### config.mk
export PLATFORM = sky130hd
export DESIGN_NAME = cst_core_status
export DESIGN_NICKNAME = d
export VERILOG_FILES = /design/src/core/cst_pkg.sv /design/src/core/cst_alu.sv /design/src/core/cst_wdt.sv /design/src/core/cst_core_status.sv
export SDC_FILE = /design/constraint.sdc
export NUM_CORES = 1
export LEC_CHECK = 0
export BUFFER_PORTS_ARGS = -buffer_cell sky130_fd_sc_hd__clkbuf_2
export CORE_ASPECT_RATIO = 0.9
export CORE_MARGIN = 1.5
export CORE_UTILIZATION = 55
export CTS_CLUSTER_SIZE = 14
export DETAILED_ROUTE_END_ITERATION = 10
export GPL_ROUTABILITY_DRIVEN = 0
export PLACE_DENSITY = 0.82
export SETUP_SLACK_MARGIN = 0.02
export SYNTH_ARGS = -nofsm -noshare
export SYNTH_HDL_FRONTEND = slang
export SYNTH_HIERARCHICAL = 1
export SYNTH_SLANG_ARGS = --single-unit
### constraint.sdc
create_clock -name clk -period 5.83 [get_ports clk]
set_input_delay 0.2915 -clock clk [delete_from_list [all_inputs] [get_ports clk]]
set_output_delay 0.2915 -clock clk [all_outputs]
set_load 0.05 [all_outputs]
### src/core/cst_pkg.sv
package cst_pkg;
    // Register map, byte addresses on the APB side
    localparam logic [7:0] OFF_STATUS = 8'h00;
    localparam logic [7:0] OFF_OPTION = 8'h04;
    localparam logic [7:0] OFF_IRQ_STATUS = 8'h08;
    localparam logic [7:0] OFF_IRQ_MASK = 8'h0c;
    // Core status bit positions
    localparam int ST_IRP = 7;
    localparam int ST_RP_HI = 6;
    localparam int ST_RP_LO = 5;
    localparam int ST_TO = 4;
    localparam int ST_PD = 3;
    localparam int ST_Z = 2;
    localparam int ST_DC = 1;
    localparam int ST_C = 0;
    localparam logic [7:0] STATUS_RESET = 8'h18;
    // Timer option register fields
    localparam int OPT_PSA = 3;
    localparam int OPT_PS_HI = 2;
    localparam int OPT_PS_LO = 0;
    localparam logic [3:0] OPTION_RESET = 4'hf;
    // Interrupt status bits
    localparam int IRQ_W = 3;
    localparam int IRQ_WDT = 0;
    localparam int IRQ_OST = 1;
    localparam int IRQ_WAKE = 2;
    // Oscillator selection codes
    localparam logic [2:0] CLK_CRYSTAL_LOW = 3'h0;
    localparam logic [2:0] CLK_CRYSTAL_MEDIUM = 3'h1;
    localparam logic [2:0] CLK_CRYSTAL_HIGH = 3'h2;
    // Start-up timer length in oscillator cycles
    localparam int OST_CYCLES = 1024;
    localparam int OST_W = 11;
    localparam int WDT_BASE_DEFAULT = 2048;
    typedef enum logic [3:0] {
        CST_OP_MOVE = 4'h0,
        CST_OP_ADD = 4'h1,
        CST_OP_SUB = 4'h2,
        CST_OP_ROR = 4'h3,
        CST_OP_ROL = 4'h4,
        CST_OP_AND = 4'h5,
        CST_OP_OR = 4'h6,
        CST_OP_XOR = 4'h7,
        CST_OP_CLEAR = 4'h8
    } cst_op_t;
    typedef enum logic [3:0] {
        PWR_BOOT = 4'b0001,
        PWR_RUN = 4'b0010,
        PWR_SLEEP = 4'b0100,
        PWR_OST = 4'b1000
    } cst_pwr_t;
endpackage : cst_pkg

### src/core/cst_alu.sv
`timescale 1ns/1ps
`default_nettype none
module cst_alu (
    input wire cst_pkg::cst_op_t op, // Operation
    input wire logic [7:0] operand_a, // File or literal operand
    input wire logic [7:0] operand_b, // Working register operand
    input wire logic carry_in, // Present carry flag
    output logic [7:0] result, // Operation result
    output logic zero, // Result is zero
    output logic digit_carry, // Carry out of bit 3
    output logic carry, // Carry out of bit 7 or shifted bit
    output logic upd_zero, // Operation updates zero flag
    output logic upd_dc, // Operation updates digit carry
    output logic upd_carry // Operation updates carry
);
    import cst_pkg::*;
    logic [8:0] sum;
    logic [4:0] nib;
    always_comb begin
        sum = {1'b0, operand_a} + {1'b0, operand_b};
        nib = {1'b0, operand_a[3:0]} + {1'b0, operand_b[3:0]};
        result = operand_a;
        carry = carry_in;
        digit_carry = 1'b0;
        upd_zero = 1'b0;
        upd_dc = 1'b0;
        upd_carry = 1'b0;
        case (op)
            CST_OP_ADD, CST_OP_SUB: begin
                if (op == CST_OP_SUB) begin
                    // Borrow shows as an inverted carry
                    sum = {1'b0, operand_a} + {1'b0, ~operand_b} + 9'h001;
                    nib = {1'b0, operand_a[3:0]} + {1'b0, ~operand_b[3:0]}
                        + 5'h01;
                end
                result = sum[7:0];
                carry = sum[8];
                digit_carry = nib[4];
                upd_zero = 1'b1;
                upd_dc = 1'b1;
                upd_carry = 1'b1;
            end
            CST_OP_ROR: begin
                result = {carry_in, operand_a[7:1]};
                carry = operand_a[0];
                upd_carry = 1'b1;
            end
            CST_OP_ROL: begin
                result = {operand_a[6:0], carry_in};
                carry = operand_a[7];
                upd_carry = 1'b1;
            end
            CST_OP_AND: begin
                result = operand_a & operand_b;
                upd_zero = 1'b1;
            end
            CST_OP_OR: begin
                result = operand_a | operand_b;
                upd_zero = 1'b1;
            end
            CST_OP_XOR: begin
                result = operand_a ^ operand_b;
                upd_zero = 1'b1;
            end
            CST_OP_CLEAR: begin
                result = 8'h00;
                upd_zero = 1'b1;
            end
            default: begin
                result = operand_a;
            end
        endcase
        zero = (result == 8'h00);
    end
endmodule : cst_alu
`default_nettype wire

### src/core/cst_wdt.sv
`timescale 1ns/1ps
`default_nettype none
module cst_wdt #(
    parameter int BASE_CYCLES = cst_pkg::WDT_BASE_DEFAULT
) (
    input wire logic clk, // Core clock
    input wire logic reset_n, // Async reset, active low
    input wire logic ce, // Clock enable
    input wire logic clear, // Hold counter cleared
    input wire logic prescaler_assign, // Postscaler on watchdog
    input wire logic [2:0] prescale_select, // Postscale ratio
    output logic timeout // One-cycle time-out pulse
);
    import cst_pkg::*;
    // BASE_CYCLES must be at least 2
    localparam int BW = $clog2(BASE_CYCLES);
    logic [BW-1:0] base_r;
    logic [7:0] post_r;
    logic [7:0] post_lim;
    logic tick;
    assign tick = (base_r == BW'(BASE_CYCLES - 1));
    // Ratio 1:1 unless the postscaler is given to the watchdog
    assign post_lim = prescaler_assign ?
        (8'h01 << prescale_select) - 8'h01 : 8'h00;
    always_ff @(posedge clk or negedge reset_n) begin
        if (!reset_n) begin
            base_r <= '0;
            post_r <= 8'h00;
            timeout <= 1'b0;
        end else if (ce) begin
            timeout <= 1'b0;
            if (clear) begin
                base_r <= '0;
                post_r <= 8'h00;
            end else if (tick) begin
                base_r <= '0;
                if (post_r == post_lim) begin
                    post_r <= 8'h00;
                    timeout <= 1'b1;
                end else begin
                    post_r <= post_r + 8'h01;
                end
            end else begin
                base_r <= base_r + BW'(1);
            end
        end
    end
endmodule : cst_wdt
`default_nettype wire

### src/core/cst_core_status.sv
// Chosen here: the address map and the APB interface to the registers.
`timescale 1ns/1ps
`default_nettype none
module cst_core_status #(
    parameter int WDT_BASE_CYCLES = cst_pkg::WDT_BASE_DEFAULT
) (
    input wire logic clk, // Core clock
    input wire logic reset_n, // Async reset, active low
    input wire logic ce, // Clock enable
    input wire logic psel, // APB select
    input wire logic penable, // APB enable
    input wire logic pwrite, // APB direction
    input wire logic [7:0] paddr, // APB byte address
    input wire logic [31:0] pwdata, // APB write data
    output logic [31:0] prdata, // APB read data
    output logic pready, // APB ready
    output logic pslverr, // APB error
    input wire logic instr_valid, // Instruction executes
    input wire cst_pkg::cst_op_t instr_op, // Instruction operation
    input wire logic instr_dest_status, // Result goes to status
    input wire logic [7:0] operand_a, // File or literal operand
    input wire logic [7:0] operand_b, // Working register operand
    input wire logic watchdog_clear_instr, // Watchdog clear executes
    input wire logic sleep_instr, // Sleep executes
    input wire logic wake_event, // Wake request while asleep
    input wire logic watchdog_enable_cfg, // Configuration enable
    input wire logic [2:0] clock_mode, // Oscillator selection
    input wire logic secondary_osc, // System clock from secondary osc
    input wire logic [6:0] direct_addr_lo, // Direct address offset
    input wire logic [7:0] indirect_ptr, // Indirect pointer
    output logic [7:0] core_status, // Core status register
    output logic [7:0] alu_result, // Last operation result
    output logic [8:0] direct_addr, // Full direct address
    output logic [8:0] indirect_addr, // Full indirect address
    output logic core_released, // Core may execute
    output logic core_asleep, // Core is in sleep
    output logic irq // Interrupt request
);
    import cst_pkg::*;

    cst_pwr_t pwr_r;
    cst_pwr_t pwr_nxt;
    logic [7:0] status_r;
    logic [7:0] status_nxt;
    logic [3:0] option_r;
    logic [IRQ_W-1:0] irq_stat_r;
    logic [IRQ_W-1:0] irq_mask_r;
    logic [IRQ_W-1:0] irq_event;
    logic [OST_W-1:0] ost_cnt_r;
    logic ost_done;
    logic crystal;
    logic running;
    logic instr_fire;
    logic clr_fire;
    logic sleep_fire;
    logic wake_fire;
    logic wdt_clear;
    logic wdt_timeout;
    logic [7:0] alu_res;
    logic alu_z;
    logic alu_dc;
    logic alu_c;
    logic upd_z;
    logic upd_dc;
    logic upd_c;
    logic upd_any;
    logic setup_ph;
    logic apb_wr;
    logic addr_ok;
    logic [31:0] rd_word;

    assign running = pwr_r == PWR_RUN;
    assign instr_fire = instr_valid & running;
    assign clr_fire = watchdog_clear_instr & running;
    assign sleep_fire = sleep_instr & running;
    assign wake_fire = (pwr_r == PWR_SLEEP) & (wake_event | wdt_timeout);
    assign crystal = ~secondary_osc & ((clock_mode == CLK_CRYSTAL_LOW)
        | (clock_mode == CLK_CRYSTAL_MEDIUM)
        | (clock_mode == CLK_CRYSTAL_HIGH));
    assign ost_done = (pwr_r == PWR_OST)
        & (ost_cnt_r == OST_W'(OST_CYCLES - 1));

    cst_alu u_alu (
        .op(instr_op),
        .operand_a(operand_a),
        .operand_b(operand_b),
        .carry_in(status_r[ST_C]),
        .result(alu_res),
        .zero(alu_z),
        .digit_carry(alu_dc),
        .carry(alu_c),
        .upd_zero(upd_z),
        .upd_dc(upd_dc),
        .upd_carry(upd_c)
    );
    assign upd_any = upd_z | upd_dc | upd_c;

    // Software has no path to stop an enabled watchdog
    assign wdt_clear = ~watchdog_enable_cfg
        | clr_fire
        | (wake_fire & ~crystal)
        | (pwr_r == PWR_OST)
        | (pwr_r == PWR_BOOT);

    cst_wdt #(
        .BASE_CYCLES(WDT_BASE_CYCLES)
    ) u_wdt (
        .clk(clk),
        .reset_n(reset_n),
        .ce(ce),
        .clear(wdt_clear),
        .prescaler_assign(option_r[OPT_PSA]),
        .prescale_select(option_r[OPT_PS_HI:OPT_PS_LO]),
        .timeout(wdt_timeout)
    );

    // Power sequencing; boot state samples the oscillator mode after reset
    always_comb begin
        pwr_nxt = pwr_r;
        case (pwr_r)
            PWR_BOOT: begin
                pwr_nxt = crystal ? PWR_OST : PWR_RUN;
            end
            PWR_RUN: begin
                if (sleep_fire) begin
                    pwr_nxt = PWR_SLEEP;
                end
            end
            PWR_SLEEP: begin
                if (wake_fire) begin
                    pwr_nxt = crystal ? PWR_OST : PWR_RUN;
                end
            end
            PWR_OST: begin
                if (ost_done) begin
                    pwr_nxt = PWR_RUN;
                end
            end
            default: begin
                pwr_nxt = PWR_BOOT;
            end
        endcase
    end

    always_ff @(posedge clk or negedge reset_n) begin
        if (!reset_n) begin
            pwr_r <= PWR_BOOT;
        end else if (ce) begin
            pwr_r <= pwr_nxt;
        end
    end

    always_ff @(posedge clk or negedge reset_n) begin
        if (!reset_n) begin
            ost_cnt_r <= '0;
        end else if (ce) begin
            if (pwr_r == PWR_OST) begin
                ost_cnt_r <= ost_cnt_r + OST_W'(1);
            end else begin
                ost_cnt_r <= '0;
            end
        end
    end

    // Status next value; the instruction path wins over an APB write
    always_comb begin
        status_nxt = status_r;
        if (instr_fire) begin
            if (instr_dest_status) begin
                status_nxt[ST_IRP] = alu_res[ST_IRP];
                status_nxt[ST_RP_HI:ST_RP_LO] =
                    alu_res[ST_RP_HI:ST_RP_LO];
                if (!upd_any) begin
                    status_nxt[ST_Z:ST_C] = alu_res[ST_Z:ST_C];
                end
            end
            // Written flag values are dropped when the operation updates any flag; flags it does not update keep their old value
            if (upd_z) begin
                status_nxt[ST_Z] = alu_z;
            end
            if (upd_dc) begin
                status_nxt[ST_DC] = alu_dc;
            end
            if (upd_c) begin
                status_nxt[ST_C] = alu_c;
            end
        end else if (apb_wr && paddr == OFF_STATUS) begin
            status_nxt[ST_IRP:ST_RP_LO] = pwdata[ST_IRP:ST_RP_LO];
            status_nxt[ST_Z:ST_C] = pwdata[ST_Z:ST_C];
        end
        // Reset-cause bits move only on internal events
        if (sleep_fire) begin
            status_nxt[ST_TO] = 1'b1;
            status_nxt[ST_PD] = 1'b0;
        end
        if (clr_fire) begin
            status_nxt[ST_TO] = 1'b1;
            status_nxt[ST_PD] = 1'b1;
        end
        if (wdt_timeout) begin
            status_nxt[ST_TO] = 1'b0;
        end
    end

    // Power-up leaves time-out and power-down set
    always_ff @(posedge clk or negedge reset_n) begin
        if (!reset_n) begin
            status_r <= STATUS_RESET;
        end else if (ce) begin
            status_r <= status_nxt;
        end
    end
    assign core_status = status_r;

    always_ff @(posedge clk or negedge reset_n) begin
        if (!reset_n) begin
            alu_result <= 8'h00;
        end else if (ce && instr_fire) begin
            alu_result <= alu_res;
        end
    end

    // Addresses follow the bank bits held after this edge
    always_ff @(posedge clk or negedge reset_n) begin
        if (!reset_n) begin
            direct_addr <= 9'h000;
            indirect_addr <= 9'h000;
        end else if (ce) begin
            direct_addr <= {status_nxt[ST_RP_HI:ST_RP_LO],
                direct_addr_lo};
            indirect_addr <= {status_nxt[ST_IRP], indirect_ptr};
        end
    end

    always_ff @(posedge clk or negedge reset_n) begin
        if (!reset_n) begin
            core_released <= 1'b0;
            core_asleep <= 1'b0;
        end else if (ce) begin
            core_released <= pwr_nxt == PWR_RUN;
            core_asleep <= pwr_nxt == PWR_SLEEP;
        end
    end

    // APB slave: answers in the first access cycle, no wait states
    assign setup_ph = psel & ~penable;
    assign apb_wr = psel & penable & pready & pwrite & ~pslverr;
    assign addr_ok = (paddr == OFF_STATUS) | (paddr == OFF_OPTION)
        | (paddr == OFF_IRQ_STATUS) | (paddr == OFF_IRQ_MASK);

    always_comb begin
        rd_word = 32'h0000_0000;
        case (paddr)
            OFF_STATUS: rd_word[7:0] = status_r;
            OFF_OPTION: rd_word[3:0] = option_r;
            OFF_IRQ_STATUS: rd_word[IRQ_W-1:0] = irq_stat_r;
            OFF_IRQ_MASK: rd_word[IRQ_W-1:0] = irq_mask_r;
            default: rd_word = 32'h0000_0000;
        endcase
    end

    always_ff @(posedge clk or negedge reset_n) begin
        if (!reset_n) begin
            pready <= 1'b0;
            pslverr <= 1'b0;
            prdata <= 32'h0000_0000;
        end else if (ce) begin
            pready <= setup_ph;
            pslverr <= setup_ph & ~addr_ok;
            if (setup_ph && !pwrite) begin
                prdata <= rd_word;
            end
        end
    end

    always_ff @(posedge clk or negedge reset_n) begin
        if (!reset_n) begin
            option_r <= OPTION_RESET;
        end else if (ce && apb_wr && paddr == OFF_OPTION) begin
            option_r <= pwdata[3:0];
        end
    end

    always_ff @(posedge clk or negedge reset_n) begin
        if (!reset_n) begin
            irq_mask_r <= '0;
        end else if (ce && apb_wr && paddr == OFF_IRQ_MASK) begin
            irq_mask_r <= pwdata[IRQ_W-1:0];
        end
    end

    assign irq_event[IRQ_WDT] = wdt_timeout;
    assign irq_event[IRQ_OST] = ost_done;
    assign irq_event[IRQ_WAKE] = wake_fire;

    // One flop per event; a new event beats a same-cycle write-one clear
    genvar gi;
    generate
        for (gi = 0; gi < IRQ_W; gi++) begin : g_irq
            always_ff @(posedge clk or negedge reset_n) begin
                if (!reset_n) begin
                    irq_stat_r[gi] <= 1'b0;
                end else if (ce) begin
                    if (irq_event[gi]) begin
                        irq_stat_r[gi] <= 1'b1;
                    end else if (apb_wr && paddr == OFF_IRQ_STATUS
                        && pwdata[gi]) begin
                        irq_stat_r[gi] <= 1'b0;
                    end
                end
            end
        end
    endgenerate

    // Registered so the output is a clean flop; lags the status by a cycle
    always_ff @(posedge clk or negedge reset_n) begin
        if (!reset_n) begin
            irq <= 1'b0;
        end else if (ce) begin
            irq <= |(irq_stat_r & irq_mask_r);
        end
    end
endmodule : cst_core_status
`default_nettype wire

Yosys cells after proc, flatten, opt, wreduce, memory -nomap -nowiden
Cells that the tools add are included.
{ "op_classes": {"addsub": 10, "n_eq_ne": 29, "n_shift": 1, "muxes": 45, "bitwise": 37, "reduce_logical": 35} }
{ "ops": {"columns": ["operator", "n"], "rows": [
  ["$pmux 8 s7", 1],
  ["$mux 11", 3],
  ["$mux 8", 4],
  ["$eq 4x3->1 const B", 6],
  ["$add 11x1->11 const B", 2],
  ["$mux 3", 7],
  ["$mux 4", 5],
  ["$add 8x8->9", 2],
  ["$mux 1", 17],
  ["$eq 4x2->1 const B", 4],
  ["$eq 8x4->1 const B", 2],
  ["$logic_not 8->1", 2],
  ["$pmux 4 s4", 1],
  ["$reduce_and 2->1", 7],
  ["$and 1x1->1", 13],
  ["$or 1x1->1", 12],
  ["$pmux 3 s4", 1],
  ["$reduce_bool 2->1", 6],
  ["$eq 11x10->1 const B", 1],
  ["$eq 11x11->1 const B", 1],
  ["$add 4x4->5", 2],
  ["$logic_and 1x1->1", 10],
  ["$add 9x1->9 const B", 1],
  ["$mux 9", 1],
  ["33 further kinds", 46]
]} }
{ "word_totals": {"ff_bits": 92, "input_bits": 91, "out_inout_bits": 71, "wordCells": 182} }

Depth between registers and ports, before layout
Gate-level depths: netlist of the first run.
{ "depth": {"word_depth": 11, "depth_mapped": 14, "ltp_nobuf": 14} }

Hierarchy
The synthesis of the first run kept the hierarchy.
{ "modules_own_cells": {"columns": ["mod", "n_inst", "cells_per_inst", "area_per_inst_um2", "seq_area_each_um2"], "rows": [
  ["cst_core_status", 1, 308, 3477.1, 1735.4],
  ["cst_alu", 1, 235, 1620.3, 0.0],
  ["cst_wdt", 1, 167, 1387.6, 500.5]
]} }

Worst setup path after synthesis of the first run
OpenSTA, ideal clock, no wires.
{ "synth_timing": {"kind": "in2reg", "startpoint": "input port operand_a[0]", "endpoint": "register status_r[2] (netlist: core_status[2])", "setup_time_ps": 128, "t_arrival_ps": 2915, "required_time_ps": 5702, "slack_ps": 2787, "path_stages": 14, "path_buffers": 0, "path_cell_list": "inv_1 ha_1 inv_1 fa_1 nor2b_1 o31ai_1 o21ai_0 a211oi_1 nor4b_1 a2111oi_1 nor4_2 mux2i_1 o21ai_0 mux2_1"} }
{ "synth_via": {"elab_cells_between_ends": 13, "cone_classes": "3 x add/sub; 6 x mux; 3 x bitwise; 1 x reduce/logical"} }
{ "synth_rtl": {"columns": ["item", "line", "rtl"], "rows": [
  ["start: declaration", "cst_core_status.sv:21", "input wire logic [7:0] operand_a,"],
  ["$add 8x8->9", "cst_alu.sv:32", "sum = {1'b0, operand_a} + {1'b0, ~operand_b} + 9'h001;"],
  ["$add 9x1->9", "cst_alu.sv:32", null],
  ["$mux 9 *", "cst_alu.sv:30", "if (op == CST_OP_SUB) begin"],
  ["$pmux 8 s7 *", "cst_alu.sv:28", "case (op)"],
  ["net alu_res[6]", "cst_core_status.sv:59", "logic [7:0] alu_res;"],
  ["$logic_not 8->1 *", "cst_alu.sv:73", "zero = (result == 8'h00);"],
  ["net alu_z", "cst_core_status.sv:60", "logic alu_z;"],
  ["$mux 1 *", "cst_core_status.sv:178", "if (upd_z) begin"],
  ["$mux 3 *", "cst_core_status.sv:168", "if (instr_fire) begin"],
  ["end signal: assignment", "cst_core_status.sv:210", "status_r <= status_nxt;"],
  ["end: declaration", "cst_core_status.sv:43", "logic [7:0] status_r;"]
]} }
The timed path passes the listed nets; every way through them passes the cells marked *. The select of a mux whose other input is x is not followed.
A chain may end at the register's enable or synchronous reset.

Final worst setup path of the first run
Ends and elaborated chain as after synthesis.

==> results by group, run 1 <==
STA
  • Fin Hold WS: 0.111 ns
  • Post-layout min period: 3.66 ns
  • Fin. max-slew vios: 0
  • RSZ-0062 raised after global routing: no
  • Endpoints failing setup: 0
  • Clock skew: 0.00812 ns
  • Worst slew pin tran: 1.11 ns
  • Hold Vio Cnt, Final: 0
  • Final period utilization: 0.629
  • Maximum operating frequency: 273 MHz
  • Final TNS setup: 0 ns
  • Slew HR: 0.257

Die
  • DIE WIDTH: 117 µm
  • Starting density of the core: 0.565
  • I/O pin cnt: ~160
  • Core area: 11500 µm²
  • Row count: 37
  • Die height: roughly 110 µm
  • Die ar.: about 12000 µm²

Final layout
  • # diodes: 0
  • Fillers: 941
  • Synth-to-Final Area Change: 12.1%
  • Nets: slightly above 900
  • Most frequent cells in the layout: clkbuf_2 (111), dfrtp_1 (82), nand2_1 (53), inv_1 (49), nor2_1 (45)
  • Share of layout cells above drive strength 1: 0.251
  • Util after Layout: 0.633
  • Most common cell after layout, fill and taps aside: clkbuf_2

Pwr
  • PwrDens: 307 nW/µm²
  • Pwr Total: around 2200 µW
  • Sequential Power Share: 0.362
  • Leakage power: 0.00335 µW
  • Clock power share: 0.267
  • Logic pwr share: 0.371
  • Switch Pwr: 937 µW
  • Sw Share: 0.419
  • Maximum vdd drop: 0.277 mV
  • P_int: 1300 µW

Placement
  • Detailed placer's ending HPWL: 12300 µm
  • Port bufs: roughly 110

Hold path
  • Hold Crit Class: input port to async pin

Worst setup path
  • Critical Path Sink: core_status[2]
  • Reg-to-reg critical path endpoint: u_wdt/post_r[3]
  • Req. time, crit path: 6.06 ns
  • Kind of critical path: input port to register
  • Worst R2R Setup Slack: between 2 and 3 ns
  • Worst r2r path cells: 9
  • Data arrival time of the critical path: 3.89 ns
  • CP Launch Type: input port
  • CP Max Fanout: 5
  • Setup crit end kind: register
  • RR Startpoint: option_r[2]
  • CP startpoint: operand_a[0]

Logic synthesis
  • Post-synth EDFFs: 0
  • Synth top area share: 0.316
  • Async SR Flop Fraction: 1.00
  • Top cells by area, synth: dfrtp_1 (32%), mux2_2 (6.3%), ha_1 (5.4%), buf_4 (3.5%), o21ai_0 (3.2%)
  • Post-Syn Area: 6480 µm²
  • Cell taking the most area after synthesis: dfrtp_1
  • Synth Instances: 710
  • Yosys warnings: 6
  • Sequential area share after synthesis: 0.345
  • Syn avg cell area: between 9 and 10 µm²
  • Post-synth cell types: 90
  • Dominant synthesized flop cell: dfrtp_1
  • FF+latch count, synth: 89

Clock network
  • Setup Buffers After CTS: 0
  • Num CTS Buffers: 9
  • Root Buffer: clkbuf_16
  • Clk_lat worst skew: 0.35 ns
  • CTS tree: yes
  • Sink Count: 89
  • PostCTS Resize Cnt: 0
  • CTS H-tree lvls: 3
  • Clock tree buffer depth: 2
  • Cts hold-fix bufs: 0
  • Reg clk slew, reported paths: 0.07 ns

Global routing
  • GRT Util Overall: 0.266
  • Vias in the first global route: 5664
  • Largest net degree at the start of global routing: 90
  • Initial antenna violation count: 0
  • First-pass GRT wire length: ~27000 µm
  • Total gr overflow: 0

Route
  • Drc violations: 0
  • Final Routed Wirelength: 16500 µm
  • Routed len/inst: 17.3 µm
  • Drt first pass iters: 8
  • DRT iter0 DRCs: 545
  • Vias per std cell: roughly 6.2
  • Remaining antenna violation count: 0
  • Routed via count: 5898

Status
  • Outcome: complete, no violations

Run
  • Maxcap violations: 0
worst min path at each step:
stage | startpoint | to | slack, ns
after detailed placement | core_released | core_released | 0.48
after CTS | direct_addr_lo[0] | direct_addr[0] | 0.17
after global placement | core_released | core_released | 0.48
after global routing | direct_addr_lo[0] | direct_addr[0] | 0.18
final | reset_n | u_wdt/post_r[3] | 0.11
after floorplan | reset_n | alu_result[0] | -0.004
registers in the layout, summed over array words and instances (netlist names), 7 cells and up:
name	flops
alu_result	8
u_wdt/base_r	11
core_status	8
ost_cnt_r	11
direct_addr	7
u_wdt/post_r	8
indirect_addr	8
prdata	8
power by group through the flow:
stage                     registers, µW  logic [µW]  clock network [µW]
after detailed placement            818         822                   0
after global placement              809         798                   0
after global routing                818         878                 628
after floorplan                    1020         429                   0
final                               808         829                 597
after CTS                           807         825                 603
synthesized netlist by cell type, types with 9 or more instances:
master and count:
dfrtp_1 82, nand2_1 53, inv_1 49, nor2_1 45
o21ai_0 42, mux2_2 36, a21oi_1 33, buf_4 30
nand3_1 29, ha_1 28, clkbuf_1 15, nor3_1 14
mux2i_1 13, a22o_1 11, and3_1 11, nand2b_1 11
nor2b_1 11, o22ai_1 10, buf_2 9, nand4_1 9
worst max-delay path: stages:
cell and delay [ns]:
clkbuf_2 0.13, inv_1 0.12, ha_1 0.19, inv_1 0.06
fa_1 0.41, nor2b_1 0.17, o31ai_1 0.49, o21ai_0 0.23
a211oi_1 0.38, nor4b_1 0.09, a2111oi_1 0.67, nor4_2 0.11
mux2i_1 0.15, o21ai_0 0.10, mux2_1 0.29
cell type report:
class / count / area [µm²] / share of cell area
clock buffer: 11 / 243 / 0.0334
clock inverter: 5 / 63.8 / 0.00878
inverter: 51 / 191 / 0.0263
multi-input combinational: 532 / 3770 / 0.518
sequential: 89 / 2240 / 0.308
tap: 156 / 195 / 0.0269
timing repair buffer: 113 / 571 / 0.0785
metal layers:
| metal | part of all wire | vias to the layer above | GRT usage |
|---|---|---|---|
| met4 | 0.029 | 0 | 0.117 |
| met2 | 0.48 | 321 | 0.450 |
| met3 | 0.083 | 49 | 0.0349 |
| met5 | 0 | - | 0 |
| li1 | - | 2700 | - |
| met1 | 0.41 | 2828 | 0.346 |
stage by stage:
step | setup slack [ns] | area, µm² | cells
2_1_floorplan | 2.79 | 6570 | 733
3_3_place_gp | 2.14 | 6960 | 941
3_5_place_dp | 2.01 | 6960 | 941
4_1_cts | 2.26 | 7270 | 957
5_1_grt | 1.96 | 7270 | 957
6_report | 2.17 | 7270 | 957
logic make-up (layout without fill, tap and decap cells):
logic type | count (synthesis) | in the layout | share of synthesized area
XOR/XNOR | 15 | 15 | 0.0214
flip-flops | 89 | 89 | 0.345
buffers and inverters | 112 | 180 | 0.0876
multiplexers | 56 | 56 | 0.102
AO/OA/AOI/OAI | 183 | 183 | 0.198
AND/OR/NAND/NOR | 224 | 224 | 0.186
adder cells (fa/ha/maj) | 30 | 30 | 0.0602
other | 1 | 24 | 0.000578
Power figures use the tool's default switching activity.
==> run 2, diff against run 1 <==
==> constraint.sdc (replaced) <==
create_clock -name clk -period 3.4 [get_ports clk]
set_input_delay 0.17 -clock clk [delete_from_list [all_inputs] [get_ports clk]]
set_output_delay 0.17 -clock clk [all_outputs]
set_load 0.05 [all_outputs]
==> results by group, run 2 (synthesis results as in run 1) <==
Status
  • Outcome: complete, no violations

Final layout
  • Largest registers: ost_cnt_r (11), u_wdt/base_r (11)
  • Util after Layout: 0.639
  • # diodes: 0
  • FF+latch area: 2240 µm²
  • Synth-to-Final Area Change: 13.1%
  • Share of layout cells above drive strength 1: 0.261
  • Multi-input gate area: ~3800 µm²
  • Most frequent cells in the layout: clkbuf_2 (111), dfrtp_1 (82), nand2_1 (53), inv_1 (49), nor2_1 (45)
  • Most common cell after layout, fill and taps aside: clkbuf_2
  • Final Instance Area: approximately 7300 µm²
  • Nets: 928
  • Fillers: 961

Run
  • Maxcap violations: 0

Worst setup path
  • RR Startpoint: option_r[2]
  • Setup crit end kind: register
  • CP delay by family, top: compound AO/OA/AOI/OAI gates
  • Req. time, crit path: ~3.6 ns
  • Reg-to-reg critical path endpoint: u_wdt/post_r[3]
  • Critical-path cell list: clkbuf_2 -> inv_1 -> ha_1 -> inv_1 -> fa_1 -> nor2b_1 -> o31ai_1 -> o21ai_0 -> a211oi_1 -> nor4b_1 -> a2111oi_1 -> buf_4 -> nor4_2 -> mux2i_1 -> o21ai_0 -> mux2_1
  • CP Launch Type: input port
  • Worst r2r path cells: 9
  • Kind of critical path: input port to register
  • Worst path max stage delay: 0.39 ns
  • Worst R2R Setup Slack: 0.40 ns
  • Data arrival time of the critical path: approximately 3.4 ns
  • CP Max Fanout: 5
  • Buf/Inv on CP: 4
  • CP max-delay cell: fa_1

Pwr
  • Sw Share: 0.424
  • Clock power share: 0.255
  • Leakage power: 0.00339 µW
  • Pwr Total: 3780 µW
  • Switch Pwr: roughly 1600 µW
  • Sequential Power Share: 0.366
  • Maximum vdd drop: about 0.41 mV
  • Logic pwr share: 0.378
  • P_int: 2180 µW
  • PwrDens: between 500 and 600 nW/µm²

STA
  • Final TNS setup: 0 ns
  • Clock skew: 0.00705 ns
  • Endpoints failing setup: 0
  • Post-layout min period: 3.13 ns
  • Worst slew pin tran: roughly 0.94 ns
  • RSZ-0062 raised after global routing: no
  • Final period utilization: 0.920
  • Slew HR: 0.374
  • Fin. max-slew vios: 0
  • Maximum operating frequency: 320 MHz
  • Hold Vio Cnt, Final: 0
  • Final worst setup slack: 0.271 ns

Global routing
  • Largest net degree at the start of global routing: 76
  • GRT Util Overall: 0.271
  • Vias in the first global route: 5683
  • First-pass GRT wire length: 27300 µm
  • Initial antenna violation count: 0
  • Total gr overflow: 0

Hold path
  • Endpoint, Worst Hold: indirect_addr[0]
  • Hold path startpoint: indirect_ptr[0]
  • Worst hold path depth: 2
  • Hold Crit Class: input port to register

Clock network
  • Sink Count: 89
  • Reg clk slew, reported paths: around 0.060 ns
  • PostCTS Resize Cnt: 0
  • Root Buffer: clkbuf_16
  • Clock tree buffer depth: 2
  • Clk_lat worst skew: about 0.34 ns
  • CTS H-tree lvls: 3
  • Cts hold-fix bufs: 1
  • CTS tree: yes
  • Num CTS Buffers: 9
  • Setup Buffers After CTS: 0

Die
  • DIE WIDTH: between 100 and 150 µm
  • Die height: 106 µm
  • Core area: roughly 11000 µm²
  • Starting density of the core: 0.565
  • Die ar.: 12500 µm²
  • Row count: 37
  • I/O pin cnt: 162

Placement
  • Placement Cell Area: ~7000 µm²
  • Post-Place Setup Slack: between 0.04 and 0.05 ns
  • Port bufs: 112
  • Detailed placer's ending HPWL: 12500 µm

Route
  • Drt first pass iters: 5
  • DRT iter0 DRCs: 514
  • Routed len/inst: 17.2 µm
  • Remaining antenna violation count: 0
  • Routed via count: 5886
  • Drc violations: 0
  • Vias per std cell: ~6.1
  • Final Routed Wirelength: 16600 µm
-- run 2: changes by cell type in the layout (fill, tap and decap cells not counted), sizes merged --
cell,delta
clkinvlp,+1
clkinv,-1
bufinv,-1
buf,+10
inv,+1
dlygate4sd3,+1
-- run 2: area by class of cell --
| class | count | share of cell area |
|---|---|---|
| clock buffers | 11 | 0.0345 |
| clock inverters | 5 | 0.00512 |
| inverters | 51 | 0.0261 |
| multi-input cells | 532 | 0.514 |
| flip-flops and latches | 89 | 0.305 |
| well taps | 156 | 0.0266 |
| repair buffers | 124 | 0.0894 |
-- run 2: per-layer routing --
metal / up-vias / global-route usage / wire length (µm)
met5: - / 0 / 0
met4: 0 / 0.135 / 566
met3: 48 / 0.0504 / 1220
met2: 290 / 0.441 / 7870
met1: 2829 / 0.350 / 6980
li1: 2719 / - / -
-- run 2: worst max-delay path by stage --
stage | startpoint | end | cells after the start
after global placement | operand_a[0] | core_status[2] | 16
after global routing | operand_a[0] | core_status[2] | 16
after CTS | operand_a[0] | core_status[2] | 16
after floorplan | operand_a[0] | core_status[2] | 14
final | operand_a[0] | core_status[2] | 16
after detailed placement | operand_a[0] | core_status[2] | 16
-- run 2: power by group through the flow --
stage               combinational, µW  clock [µW]  sequential, µW
finish                           1430         965            1390
global route                     1530        1020            1410
CTS                              1430         979            1380
detailed placement               1420           0            1400
global placement                 1380           0            1390
floorplan                         736           0            1750
-- run 2: through the flow --
step | std cells | hold WS, ns
floorplan | 733 | -0.126
global placement | 951 | 0.359
detailed placement | 951 | 0.371
CTS | 968 | 0.0483
global route | 968 | 0.0559
finish | 968 | 0.0604
